## src/rsi_consts.svh

```systemverilog
// Constants for the reset initial state block
// What this block does
// - Low-voltage reset keeps timeout and powerdown flags
// - Normal watchdog reset sets timeout, keeps powerdown
// - Sleep watchdog reset sets both flags
// - Flags live in status; power-on clears both
// - Power-on disables every interrupt
// - Power-on clears the watchdog counter
// - Power-on switches all timers off
// - Power-on sets port data/direction to ones
// - Power-on: stack pointer top, counter zero
// - Defaults loaded; sleep watchdog keeps them and counter
// - Low-voltage keeps accumulator, select; sets flag
// - Sleep watchdog zeroes program counter and stack pointer
`ifndef RSI_CONSTS_SVH
`define RSI_CONSTS_SVH
`define RSI_OFF_PCL 8'h00
`define RSI_OFF_STATUS 8'h04
`define RSI_OFF_RSTF 8'h08
`define RSI_OFF_INTERRUPT_CONTROL_0 8'h0C
`define RSI_OFF_PA 8'h10
`define RSI_OFF_PAC 8'h14
`define RSI_OFF_WATCHDOG_CONTROL 8'h18
`define RSI_OFF_LOW_VOLTAGE_SELECT 8'h1C
`define RSI_OFF_ACC 8'h20
`define RSI_OFF_CTRL 8'h24
`define RSI_OFF_IRQ_ST 8'h28
`define RSI_OFF_IRQ_MSK 8'h2C
`define RSI_OFF_WDCNT 8'h30
`define RSI_TO_BIT 5
`define RSI_PDF_BIT 4
`define RSI_LVRF_BIT 2
`define RSI_RST_PCL 8'h00
`define RSI_RST_INTERRUPT_CONTROL_0 8'h00
`define RSI_RST_PA 8'hFF
`define RSI_RST_PAC 8'hFF
`define RSI_RST_WATCHDOG_CONTROL 8'h53
`define RSI_RST_LOW_VOLTAGE_SELECT 8'h66
`define RSI_RST_STACK_TOP 3'h0
`endif

```

## src/rsi_pkg.sv

```systemverilog
// Types for the reset initial state block
package rsi_pkg;
  typedef enum logic [3:0] {
    RSI_SRC_POR = 4'b0001,
    RSI_SRC_LVR = 4'b0010,
    RSI_SRC_WDN = 4'b0100,
    RSI_SRC_WDS = 4'b1000
  } rsi_src_t;
  typedef struct packed {
    logic por;
    logic low_voltage_reset;
    logic wdt;
    logic idle;
  } rsi_rst_req_t;
endpackage

```

## src/rsi_reset_state.sv

```systemverilog
// Reset initial state logic with AXI4-Lite register access
//
// The AXI4-Lite register port and the register offsets were chosen for this implementation.
`timescale 1ns/1ns
`default_nettype none
`include "rsi_consts.svh"
module rsi_reset_state (
  // Clock and reset
  input wire logic aclk,
  input wire logic aresetn,
  // Reset events from the generators
  input wire rsi_pkg::rsi_rst_req_t rst_req,
  // AXI4-Lite write address and data
  input wire logic [7:0] s_awaddr,
  input wire logic s_awvalid,
  output logic s_awready,
  input wire logic [31:0] s_wdata,
  input wire logic [3:0] s_wstrb,
  input wire logic s_wvalid,
  output logic s_wready,
  // AXI4-Lite write response
  output logic [1:0] s_bresp,
  output logic s_bvalid,
  input wire logic s_bready,
  // AXI4-Lite read
  input wire logic [7:0] s_araddr,
  input wire logic s_arvalid,
  output logic s_arready,
  output logic [31:0] s_rdata,
  output logic [1:0] s_rresp,
  output logic s_rvalid,
  input wire logic s_rready,
  // State driven into the core
  output logic [7:0] pc_low,
  output logic [2:0] stack_ptr,
  output logic [7:0] int_ctrl,
  output logic [7:0] port_data,
  output logic [7:0] port_dir,
  output logic timers_on,
  output logic irq
);
  import rsi_pkg::*;

  // Reset priority is power-on, then low voltage, then watchdog. The
  // sleep watchdog is a warm reset: it keeps almost all state, so
  // software tells it apart by the timeout and powerdown flags and by its interrupt status bit.
  // Register writes that meet a reset event in one cycle are dropped, save those
  // to the interrupt status and mask; all are still answered on the bus.

  // Register file
  logic [7:0] pcl_q, status_q, intc_q, pa_q, pac_q, watchdog_control_q, low_voltage_select_q, acc_q;
  logic [3:0] rstf_q;
  logic [2:0] sp_q;
  logic tmr_q;
  logic [15:0] wdcnt_q;
  // Event and interrupt state
  logic [3:0] ist_q, imsk_q;
  logic [3:0] ist_clr, ist_set;
  logic irq_q;
  // Bus channel state
  logic aw_hold_q, w_hold_q;
  logic [7:0] awaddr_q;
  logic [31:0] wdata_q;
  logic [3:0] wstrb_q;
  logic bvalid_q, rvalid_q;
  logic [31:0] rdata_q;
  logic [1:0] bresp_q, rresp_q;
  // Readies are flops holding the inverse of the hold flags, and of rvalid for reads
  logic awready_q, wready_q, arready_q;
  // Reset classification
  rsi_src_t src;
  logic any_rst, wr_fire, full_rst;

  // Classify the incoming reset; power-on takes priority
  always_comb begin
    src = RSI_SRC_POR;
    any_rst = 1'b1;
    if (!aresetn || rst_req.por) begin
      src = RSI_SRC_POR;
    end else if (rst_req.low_voltage_reset) begin
      src = RSI_SRC_LVR;
    end else if (rst_req.wdt && rst_req.idle) begin
      src = RSI_SRC_WDS;
    end else if (rst_req.wdt) begin
      src = RSI_SRC_WDN;
    end else begin
      any_rst = 1'b0;
    end
  end

  // Byte-lane merge for register writes
  function automatic logic [7:0] merge8(input logic [7:0] old,
      input logic [31:0] d, input logic [3:0] s);
    merge8 = s[0] ? d[7:0] : old;
  endfunction

  assign wr_fire = aw_hold_q && w_hold_q && !bvalid_q;

  // Full resets reload defaults; the sleep watchdog only clears a few
  assign full_rst = any_rst && src != RSI_SRC_WDS;

  // A register write, save to the interrupt status and mask, lands only when no reset event shares the cycle,
  // so a reset can never be undone by a write in flight
  function automatic logic wr_hit(input logic [7:0] addr);
    wr_hit = wr_fire && !any_rst && awaddr_q == addr;
  endfunction

  // Write address capture; its ready is the inverse of the hold flag
  always_ff @(posedge aclk) begin
    if (!aresetn) begin
      aw_hold_q <= 1'b0;
      awready_q <= 1'b1;
      awaddr_q <= 8'h00;
    end else if (s_awvalid && !aw_hold_q) begin
      aw_hold_q <= 1'b1;
      awready_q <= 1'b0;
      awaddr_q <= s_awaddr;
    end else if (wr_fire) begin
      aw_hold_q <= 1'b0;
      awready_q <= 1'b1;
    end
  end

  // Write data capture, apart from the address so either may lead
  always_ff @(posedge aclk) begin
    if (!aresetn) begin
      w_hold_q <= 1'b0;
      wready_q <= 1'b1;
      wdata_q <= 32'h0000_0000;
      wstrb_q <= 4'h0;
    end else if (s_wvalid && !w_hold_q) begin
      w_hold_q <= 1'b1;
      wready_q <= 1'b0;
      wdata_q <= s_wdata;
      wstrb_q <= s_wstrb;
    end else if (wr_fire) begin
      w_hold_q <= 1'b0;
      wready_q <= 1'b1;
    end
  end

  // Write response; unmapped addresses answer SLVERR
  // A write dropped for a reset still gets its answer, so the master
  // never hangs on a response that was lost to the reset
  always_ff @(posedge aclk) begin
    if (!aresetn) begin
      bvalid_q <= 1'b0;
      bresp_q <= 2'b00;
    end else if (wr_fire) begin
      bvalid_q <= 1'b1;
      bresp_q <= (awaddr_q > `RSI_OFF_WDCNT || awaddr_q[1:0] != 2'b00) ?
        2'b10 : 2'b00;
    end else if (s_bready) begin
      bvalid_q <= 1'b0;
    end
  end

  // Program counter low byte: every reset source clears it, so the
  // core always restarts from the first address
  always_ff @(posedge aclk) begin
    if (any_rst) begin
      pcl_q <= `RSI_RST_PCL;
    end else if (wr_hit(`RSI_OFF_PCL)) begin
      pcl_q <= merge8(pcl_q, wdata_q, wstrb_q);
    end
  end

  // Timeout and powerdown flags; the other status bits are plain
  // storage that software owns and no reset touches
  always_ff @(posedge aclk) begin
    if (any_rst) begin
      case (src)
        RSI_SRC_POR: begin
          status_q[`RSI_TO_BIT] <= 1'b0;
          status_q[`RSI_PDF_BIT] <= 1'b0;
        end
        RSI_SRC_LVR: begin
          // Both flags kept as they were
          status_q <= status_q;
        end
        RSI_SRC_WDN: begin
          status_q[`RSI_TO_BIT] <= 1'b1;
        end
        RSI_SRC_WDS: begin
          status_q[`RSI_TO_BIT] <= 1'b1;
          status_q[`RSI_PDF_BIT] <= 1'b1;
        end
        default: begin
          status_q <= status_q;
        end
      endcase
    end else if (wr_hit(`RSI_OFF_STATUS)) begin
      status_q <= merge8(status_q, wdata_q, wstrb_q);
    end
  end

  // Reset source flags: hardware sets only the low-voltage flag, software only clears them;
  // a set in the same cycle as a clear wins because resets come first
  always_ff @(posedge aclk) begin
    if (any_rst && src == RSI_SRC_POR) begin
      rstf_q <= 4'h0; // Unknown flag cleared too
    end else if (any_rst && src == RSI_SRC_LVR) begin
      rstf_q[`RSI_LVRF_BIT] <= 1'b1;
    end else if (wr_hit(`RSI_OFF_RSTF) && wstrb_q[0]) begin
      rstf_q <= rstf_q & wdata_q[3:0];
    end
  end

  // Interrupt enables: every source off after a full reset, so no
  // stale enable can fire before software has set things up
  always_ff @(posedge aclk) begin
    if (full_rst) begin
      intc_q <= `RSI_RST_INTERRUPT_CONTROL_0;
    end else if (wr_hit(`RSI_OFF_INTERRUPT_CONTROL_0)) begin
      intc_q <= merge8(intc_q, wdata_q, wstrb_q);
    end
  end

  // Port data and direction all ones, so every pin comes up an input;
  // the sleep watchdog keeps whatever software had set
  always_ff @(posedge aclk) begin
    if (full_rst) begin
      pa_q <= `RSI_RST_PA;
      pac_q <= `RSI_RST_PAC;
    end else begin
      if (wr_hit(`RSI_OFF_PA)) begin
        pa_q <= merge8(pa_q, wdata_q, wstrb_q);
      end
      if (wr_hit(`RSI_OFF_PAC)) begin
        pac_q <= merge8(pac_q, wdata_q, wstrb_q);
      end
    end
  end

  // Watchdog control back to its default on every full reset
  always_ff @(posedge aclk) begin
    if (full_rst) begin
      watchdog_control_q <= `RSI_RST_WATCHDOG_CONTROL;
    end else if (wr_hit(`RSI_OFF_WATCHDOG_CONTROL)) begin
      watchdog_control_q <= merge8(watchdog_control_q, wdata_q, wstrb_q);
    end
  end

  // Voltage select survives low-voltage and sleep watchdog resets, so
  // a brown-out does not lose the threshold software chose
  always_ff @(posedge aclk) begin
    if (any_rst && (src == RSI_SRC_POR || src == RSI_SRC_WDN)) begin
      low_voltage_select_q <= `RSI_RST_LOW_VOLTAGE_SELECT;
    end else if (wr_hit(`RSI_OFF_LOW_VOLTAGE_SELECT)) begin
      low_voltage_select_q <= merge8(low_voltage_select_q, wdata_q, wstrb_q);
    end
  end

  // Stack pointer and timer enable share the control word; every
  // reset sends the stack pointer to the top, only full ones stop timers
  always_ff @(posedge aclk) begin
    if (any_rst) begin
      sp_q <= `RSI_RST_STACK_TOP;
      if (full_rst) begin
        tmr_q <= 1'b0;
      end
    end else if (wr_hit(`RSI_OFF_CTRL) && wstrb_q[0]) begin
      tmr_q <= wdata_q[0];
      sp_q <= wdata_q[3:1];
    end
  end

  // Accumulator is never reset
  always_ff @(posedge aclk) begin
    if (wr_hit(`RSI_OFF_ACC) && wstrb_q[0]) begin
      acc_q <= wdata_q[7:0];
    end
  end

  // Watchdog counter restarts on any full reset and counts at once;
  // sixteen bits wrap silently, the count only shows liveness
  always_ff @(posedge aclk) begin
    if (full_rst) begin
      wdcnt_q <= 16'h0000;
    end else begin
      wdcnt_q <= wdcnt_q + 16'h0001;
    end
  end

  // Clear and set masks for the sticky event bits
  assign ist_clr = (wr_fire && awaddr_q == `RSI_OFF_IRQ_ST && wstrb_q[0]) ?
    wdata_q[3:0] : 4'h0;
  assign ist_set = any_rst ? 4'(src) : 4'h0;

  // Sticky event bits, one per reset source; set beats clear
  always_ff @(posedge aclk) begin
    if (!aresetn) begin
      ist_q <= 4'h0;
    end else begin
      ist_q <= (ist_q & ~ist_clr) | ist_set;
    end
  end

  // Interrupt mask, written by software only
  always_ff @(posedge aclk) begin
    if (!aresetn) begin
      imsk_q <= 4'h0;
    end else if (wr_fire && awaddr_q == `RSI_OFF_IRQ_MSK && wstrb_q[0]) begin
      imsk_q <= wdata_q[3:0];
    end
  end

  // Interrupt output registered; a cycle of latency buys a clean pin
  always_ff @(posedge aclk) begin
    if (!aresetn) begin
      irq_q <= 1'b0;
    end else begin
      irq_q <= |(ist_q & imsk_q);
    end
  end

  // Read channel; one cycle from address to data
  always_ff @(posedge aclk) begin
    if (!aresetn) begin
      rvalid_q <= 1'b0;
      rdata_q <= 32'h0000_0000;
      rresp_q <= 2'b00;
      arready_q <= 1'b1;
    end else if (s_arvalid && !rvalid_q) begin
      // Unaligned or unmapped addresses fall to the default arm
      rvalid_q <= 1'b1;
      arready_q <= 1'b0;
      rresp_q <= 2'b00;
      case (s_araddr)
        `RSI_OFF_PCL: rdata_q <= {24'h00_0000, pcl_q};
        `RSI_OFF_STATUS: rdata_q <= {24'h00_0000, status_q};
        `RSI_OFF_RSTF: rdata_q <= {28'h000_0000, rstf_q};
        `RSI_OFF_INTERRUPT_CONTROL_0: rdata_q <= {24'h00_0000, intc_q};
        `RSI_OFF_PA: rdata_q <= {24'h00_0000, pa_q};
        `RSI_OFF_PAC: rdata_q <= {24'h00_0000, pac_q};
        `RSI_OFF_WATCHDOG_CONTROL: rdata_q <= {24'h00_0000, watchdog_control_q};
        `RSI_OFF_LOW_VOLTAGE_SELECT: rdata_q <= {24'h00_0000, low_voltage_select_q};
        `RSI_OFF_ACC: rdata_q <= {24'h00_0000, acc_q};
        `RSI_OFF_CTRL: rdata_q <= {28'h000_0000, sp_q, tmr_q};
        `RSI_OFF_IRQ_ST: rdata_q <= {28'h000_0000, ist_q};
        `RSI_OFF_IRQ_MSK: rdata_q <= {28'h000_0000, imsk_q};
        `RSI_OFF_WDCNT: rdata_q <= {16'h0000, wdcnt_q};
        default: begin
          rdata_q <= 32'h0000_0000;
          rresp_q <= 2'b10;
        end
      endcase
    end else if (s_rready) begin
      rvalid_q <= 1'b0;
      arready_q <= 1'b1;
    end
  end

  // Ready drops while a channel holds its item: one write in flight
  assign s_awready = awready_q;
  assign s_wready = wready_q;
  assign s_arready = arready_q;
  assign s_bvalid = bvalid_q;
  assign s_bresp = bresp_q;
  assign s_rvalid = rvalid_q;
  assign s_rdata = rdata_q;
  assign s_rresp = rresp_q;
  // Core state pins, each straight from its register
  assign pc_low = pcl_q;
  assign stack_ptr = sp_q;
  assign int_ctrl = intc_q;
  assign port_data = pa_q;
  assign port_dir = pac_q;
  assign timers_on = tmr_q;
  assign irq = irq_q;
endmodule
`default_nettype wire

```

## config.mk

```make
export PLATFORM = sky130hd
export DESIGN_NAME = rsi_reset_state
export DESIGN_NICKNAME = d
export VERILOG_FILES = /design/src/rsi_pkg.sv /design/src/rsi_reset_state.sv
export VERILOG_INCLUDE_DIRS = /design/src /design/src/src
export SDC_FILE = /design/constraint.sdc
export NUM_CORES = 1
export LEC_CHECK = 0
export BUFFER_PORTS_ARGS = -buffer_cell sky130_fd_sc_hd__buf_2
export CAP_MARGIN = 20
export CORE_AREA = 2 2 168 170
export DETAILED_ROUTE_END_ITERATION = 12
export DIE_AREA = 0 0 170 172
export HOLD_SLACK_MARGIN = 0.02
export PLACE_DENSITY = 0.44
export SLEW_MARGIN = 20
export SYNTH_ARGS = -nofsm -noshare
export SYNTH_HDL_FRONTEND = slang
export SYNTH_SLANG_ARGS = --single-unit
```

## constraint.sdc

```tcl
create_clock -name aclk -period 1.8 [get_ports aclk]
set_input_delay 0.09 -clock aclk [delete_from_list [all_inputs] [get_ports aclk]]
set_output_delay 0.09 -clock aclk [all_outputs]
set_load 0.02 [all_outputs]
```

# After elaboration in Yosys (flattened, before gate mapping)
# Index checks and enable logic that the tools add are counted.
# W data, S select, Z words.
[op_classes]
magnitude_cmp = 1
n_reduce_logical = 62
n_mux = 35
add_sub_neg = 1
bitwise_logic = 7
n_eq_ne = 31
[op_table]
columns = ["op", "count"]
rows = [
  ["$pmux W16 S13", 1],
  ["$eq A8 B6 Y1 const B", 9],
  ["$eq A8 B5 Y1 const B", 8],
  ["$eq A8 B4 Y1 const B", 4],
  ["$logic_and A1 B1 Y1", 28],
  ["$mux W1", 20],
  ["$mux W4", 5],
  ["$mux W6", 3],
  ["$reduce_bool A2 Y1", 9],
  ["$add A16 B1 Y16 const B", 1],
  ["$eq A8 B3 Y1 const B", 2],
  ["$logic_not A8 Y1", 2],
  ["$reduce_and A2 Y1", 8],
  ["$reduce_or A13 Y1", 1],
  ["$and A4 B4 Y4", 3],
  ["$reduce_and A3 Y1", 3],
  ["$gt A8 B6 Y1 const B", 1],
  ["$logic_not A1 Y1", 6],
  ["$mux W3", 2],
  ["$eq A4 B1 Y1 const B", 1],
  ["$eq A4 B2 Y1 const B", 1],
  ["$eq A4 B3 Y1 const B", 1],
  ["$eq A4 B4 Y1 const B", 1],
  ["$mux W2", 2],
  ["11 further kinds", 15],
]
[word_totals]
output_inout_bits = 78
elab_cells = 168
reg_bits = 157
input_bits = 63

# Logic depth before layout (Yosys ltp)
[logic_depth]
ltp_word = 10
ltp_mapped = 7
mapped_depth_nobuf = 4

# Least setup slack after synthesis
# OpenSTA, ideal clock, no wires.
[synth_timing]
path_type = "reg2reg"
start = "reg awaddr_q[0]"
end = "reg status_q[5], enable pin"
setup_ps = 292
slack_ps = -185
synth_period_minus_slack_ps = 1985
required_time_ps = 1508
path_stages_with_launch = 5
arrival_ps = 1692
n_path_buf = 0
path_cell_list = "dfxtp_1 -> nor3b_1 -> nand3b_1 -> nor4_2 -> o21a_1"
[synth_between]
elab_chain_cells = 4
[synth_lines]
columns = ["element", "line_no", "text"]
rows = [
  ["from (decl)", "rsi_reset_state.sv:62", "logic [7:0] awaddr_q;"],
  ["from (signal assigned)", "rsi_reset_state.sv:117", "awaddr_q <= s_awaddr;"],
  ["$eq A8 B3 Y1", "rsi_reset_state.sv:105", "wr_hit = wr_fire && !any_rst && awaddr_q == addr;"],
  ["$logic_and A1 B1 Y1", "rsi_reset_state.sv:105", ""],
  ["$reduce_bool A2 Y1 (no line)", "--", ""],
  ["$reduce_and A3 Y1 (no line)", "--", ""],
  ["to (signal assigned)", "rsi_reset_state.sv:179", "status_q <= status_q;"],
  ["to (signal assigned)", "rsi_reset_state.sv:189", "status_q <= status_q;"],
  ["to (signal assigned)", "rsi_reset_state.sv:193", "status_q <= merge8(status_q, wdata_q, wstrb_q);"],
  ["to (decl)", "rsi_reset_state.sv:51", "logic [7:0] pcl_q, status_q, intc_q, pa_q, pac_q, watchdog_control_q, low_voltage_select_q, acc_q;"],
]
# No other way between the ends.
# A chain may end at the register's enable or synchronous reset.

# Final worst setup path
[layout_timing]
start = "reg awaddr_q[0]"
end = "reg status_q[7], enable pin"
[layout_between]
elab_chain_cells = 3
[layout_lines]
columns = ["element", "line_no"]
rows = [
  ["$eq A8 B3 Y1", "rsi_reset_state.sv:105"],
  ["$logic_and A1 B1 Y1", "rsi_reset_state.sv:105"],
  ["$reduce_and A3 Y1 (no line)", "--"],
]
# No other way between the ends.

==> results.yml <==
clocking:
  clock_latency_ns: 0.43
  cts-htree-levels: 4
  cts_tree: "built"
  clock_sinks: 139
  cts_buffer_depth: 2
  cts_buffers: 17
  clkTransAtPathRegs_ns: 0.06
  root_buffer: "clkbuf_16"
drt:
  first_iter_violations: 606
  ant_nets: 0
  wirelength_um: 25400
  via_per_inst: 5.14
  route.detailed.drc: 0
  post_drt_wl_per_cell_um: 20.2
  vias: 6455
  firstDrtPassIters: 5
setup_path:
  cp.required_ns: 1.94
  worstSetupPathType: "reg -> reg"
  cp-end-kind: "register"
  cp.arrival_ns: 1.85
  ff2ff_path_depth: 6
  worst_setup_path_start_kind: "register"
  path_max_fanout: 7
pwr:
  p_total_mw: 7.63
  ir_worst_vdd_uv: 484
  power_density_nw_per_um2: 858
  leakage_nw: 3.27
worst_hold_path:
  hp-class: "in -> reg"
  min_path_cells: 3
sta:
  post-route-min-period_ns: 1.71
  worst_slew_pin_slew_ns: 0.667
  max_freq_mhz: 585
  slew_viol_final: 0
  slew_headroom_pct: 55.5
  fin_crit_sh_pct: 95.0
  fin_skew_ns: 0.0152
  setup_viol: 0
  finalHoldViolCount: 0
  holdWs_ns: 0.0686
place:
  gp_congestion: 0.840
  port-buffer-count: 95
  hpwl_um: 18300
synthesis:
  synth-edff-count: 17
  seq_area_frac_synth_pct: 43.8
  avgSynthCellArea_um2: 8.99
  ys.flop_type: "dfxtp_1"
  synth-seq-cells: 139
  yosys.cell_types.count: 65
  ys_top_cells_by_area: "dfxtp_1 (36%), edfxtp_1 (7.6%), nand4_1 (5.5%), o31ai_1 (5.3%), nand3_1 (3.2%)"
  yosysTopAreaCellShare_pct: 36.2
  syn_inst: 750
  synth.most_common_cell: "dfxtp_1"
  async_flop_share_pct: 0
  synth_top_area_cell: "dfxtp_1"
  synthTopCellsByCount: "dfxtp_1 (122), nand4_1 (59), clkbuf_1 (55), o31ai_1 (48), nand2_1 (47)"
  syn-cell-area_um2: 6740
  yosysWarningCount: 0
global_route:
  grt_max_degree: 49
  gr-total-overflow: 0
  antenna_found_initial: 1
  grt_pass1_vias: 6096
  grt_pass1_wl_um: 38200
  grt.total_usage_pct: 17.4
cells_and_area:
  final_util_pct: 32.4
  nets: 961
  area_growth_pct: 32.0
  drive_above_1_share_pct: 25.4
die:
  initial_core_util_pct: 24.5
  rows: 61
  die-height_um: 172
  die_w_um: 170
  core-area_um2: 27500
  io_pins: 141
  fp.dieArea_um2: 29200
run:
  drv_cap: 0
status:
  status: "finished, final reports clean"
-- per-layer routing --
layer	track usage, %	part of all wire (%)
met4	6.61	2.5
met3	3.82	5.5
met1	23.7	46
met2	27.0	46
met5	0	0
-- metrics by stage --
stage	cell area, um2	setup slack [ns]	setup TNS [ns]	std cells
2_1_floorplan	6820	-0.0561	-0.0561	767
3_3_place_gp	7990	-0.0629	-0.450	1196
3_5_place_dp	7990	-0.0793	-0.622	1196
4_1_cts	8840	0.0409	0	1252
5_1_grt	8900	-0.0122	-0.0122	1257
6_report	8900	0.0907	0	1257
-- state kept, by name, summed over array words and instances, names as in the netlist, 8 cells and up --
register,cells
int_ctrl,8
pc_low,8
wdcnt_q,16
watchdog_control_q,8
s_rdata,16
acc_q,8
awaddr_q,8
wdata_q,8
port_dir,8
low_voltage_select_q,8
status_q,8
port_data,8
-- power breakdown --
group	switching (mW)	internal, mW	leakage [nW]
registers	0.0630	3.18	1.15
clock network	1.51	2.19	0.302
logic	0.422	0.263	1.82
total	1.99	5.64	3.27
-- area by class of cell --
class / instances / area (um2)
clock inverters: 13 / 150
repair buffers: 199 / 1420
fillers: 2893 / 18600
well taps: 346 / 433
inverters: 12 / 45.0
multi-input cells: 528 / 3420
flip-flops and latches: 139 / 2950
diodes: 1 / 2.50
clock buffers: 19 / 464
-- cells in the final DEF, fill, tap and decap left out, types with 5 or more instances in the layout --
master | Yosys | layout
a21boi_0 | 23 | 23
a21oi_1 | 35 | 35
a221oi_1 | 6 | 6
a22oi_1 | 12 | 12
a31oi_1 | 9 | 9
and2_1 | 9 | 9
and3_1 | 7 | 7
buf_12 | 0 | 7
buf_2 | 11 | 95
buf_4 | 19 | 72
clkbuf_16 | 0 | 19
conb_1 | 1 | 18
dfxtp_1 | 122 | 121
dlygate4sd3_1 | 0 | 22
edfxtp_1 | 17 | 17
inv_1 | 11 | 11
inv_6 | 0 | 5
mux2i_1 | 14 | 14
nand2_1 | 47 | 47
nand2b_1 | 9 | 9
nand3_1 | 43 | 43
nand3b_1 | 12 | 12
nand4_1 | 59 | 59
nor2_1 | 33 | 32
nor2b_1 | 15 | 15
nor3_1 | 9 | 8
nor4_1 | 5 | 5
o211a_1 | 5 | 5
o21a_1 | 5 | 5
o21ai_0 | 28 | 28
o2bb2ai_1 | 5 | 5
o31ai_1 | 48 | 48
or3_1 | 6 | 6
xor2_1 | 7 | 7
-- path summary, 6_finish.rpt --
path,start,endpoint,slack [ns]
worst max-delay path,awaddr_q[0],status_q[7],0.09
worst min-delay path,rst_req[3],ist_q[0],0.07
worst max register to register,awaddr_q[0],status_q[7],0.09
worst min register to register,rstf_q[0],rstf_q[0],0.46
-- timing repair --
item	4_1_cts	5_1_grt
hold buffers	22	0
gates resized for setup	1	4
pin swaps	1	2
cloned	0	1
endpoints found under the setup margin	15	18
buffers inserted	2	3
endpoints found under the hold margin	22	0
-- worst max-delay path, cell delays in order (launching register included) --
cell	delay [ns]
dfxtp_1	0.30
buf_4	0.13
nor3b_2	0.23
nand3b_1	0.10
buf_4	0.18
nor4_4	0.30
buf_6	0.18
-- logic make-up (layout without fill, tap and decap cells) --
family                     after synthesis  after routing  share of synthesized area (%)
adders and majority gates                1              1                          0.186
buffers and inverters                  100            243                           6.85
AOI/OAI and AO/OA                      196            196                           20.0
muxes                                   22             22                           4.08
other                                    1             19                         0.0556
xor gates and xnor gates                10             10                           1.30
DFF                                    139            139                           43.8
and+or+nand+nor                        281            281                           23.7
Power figures use the tool's default switching activity.
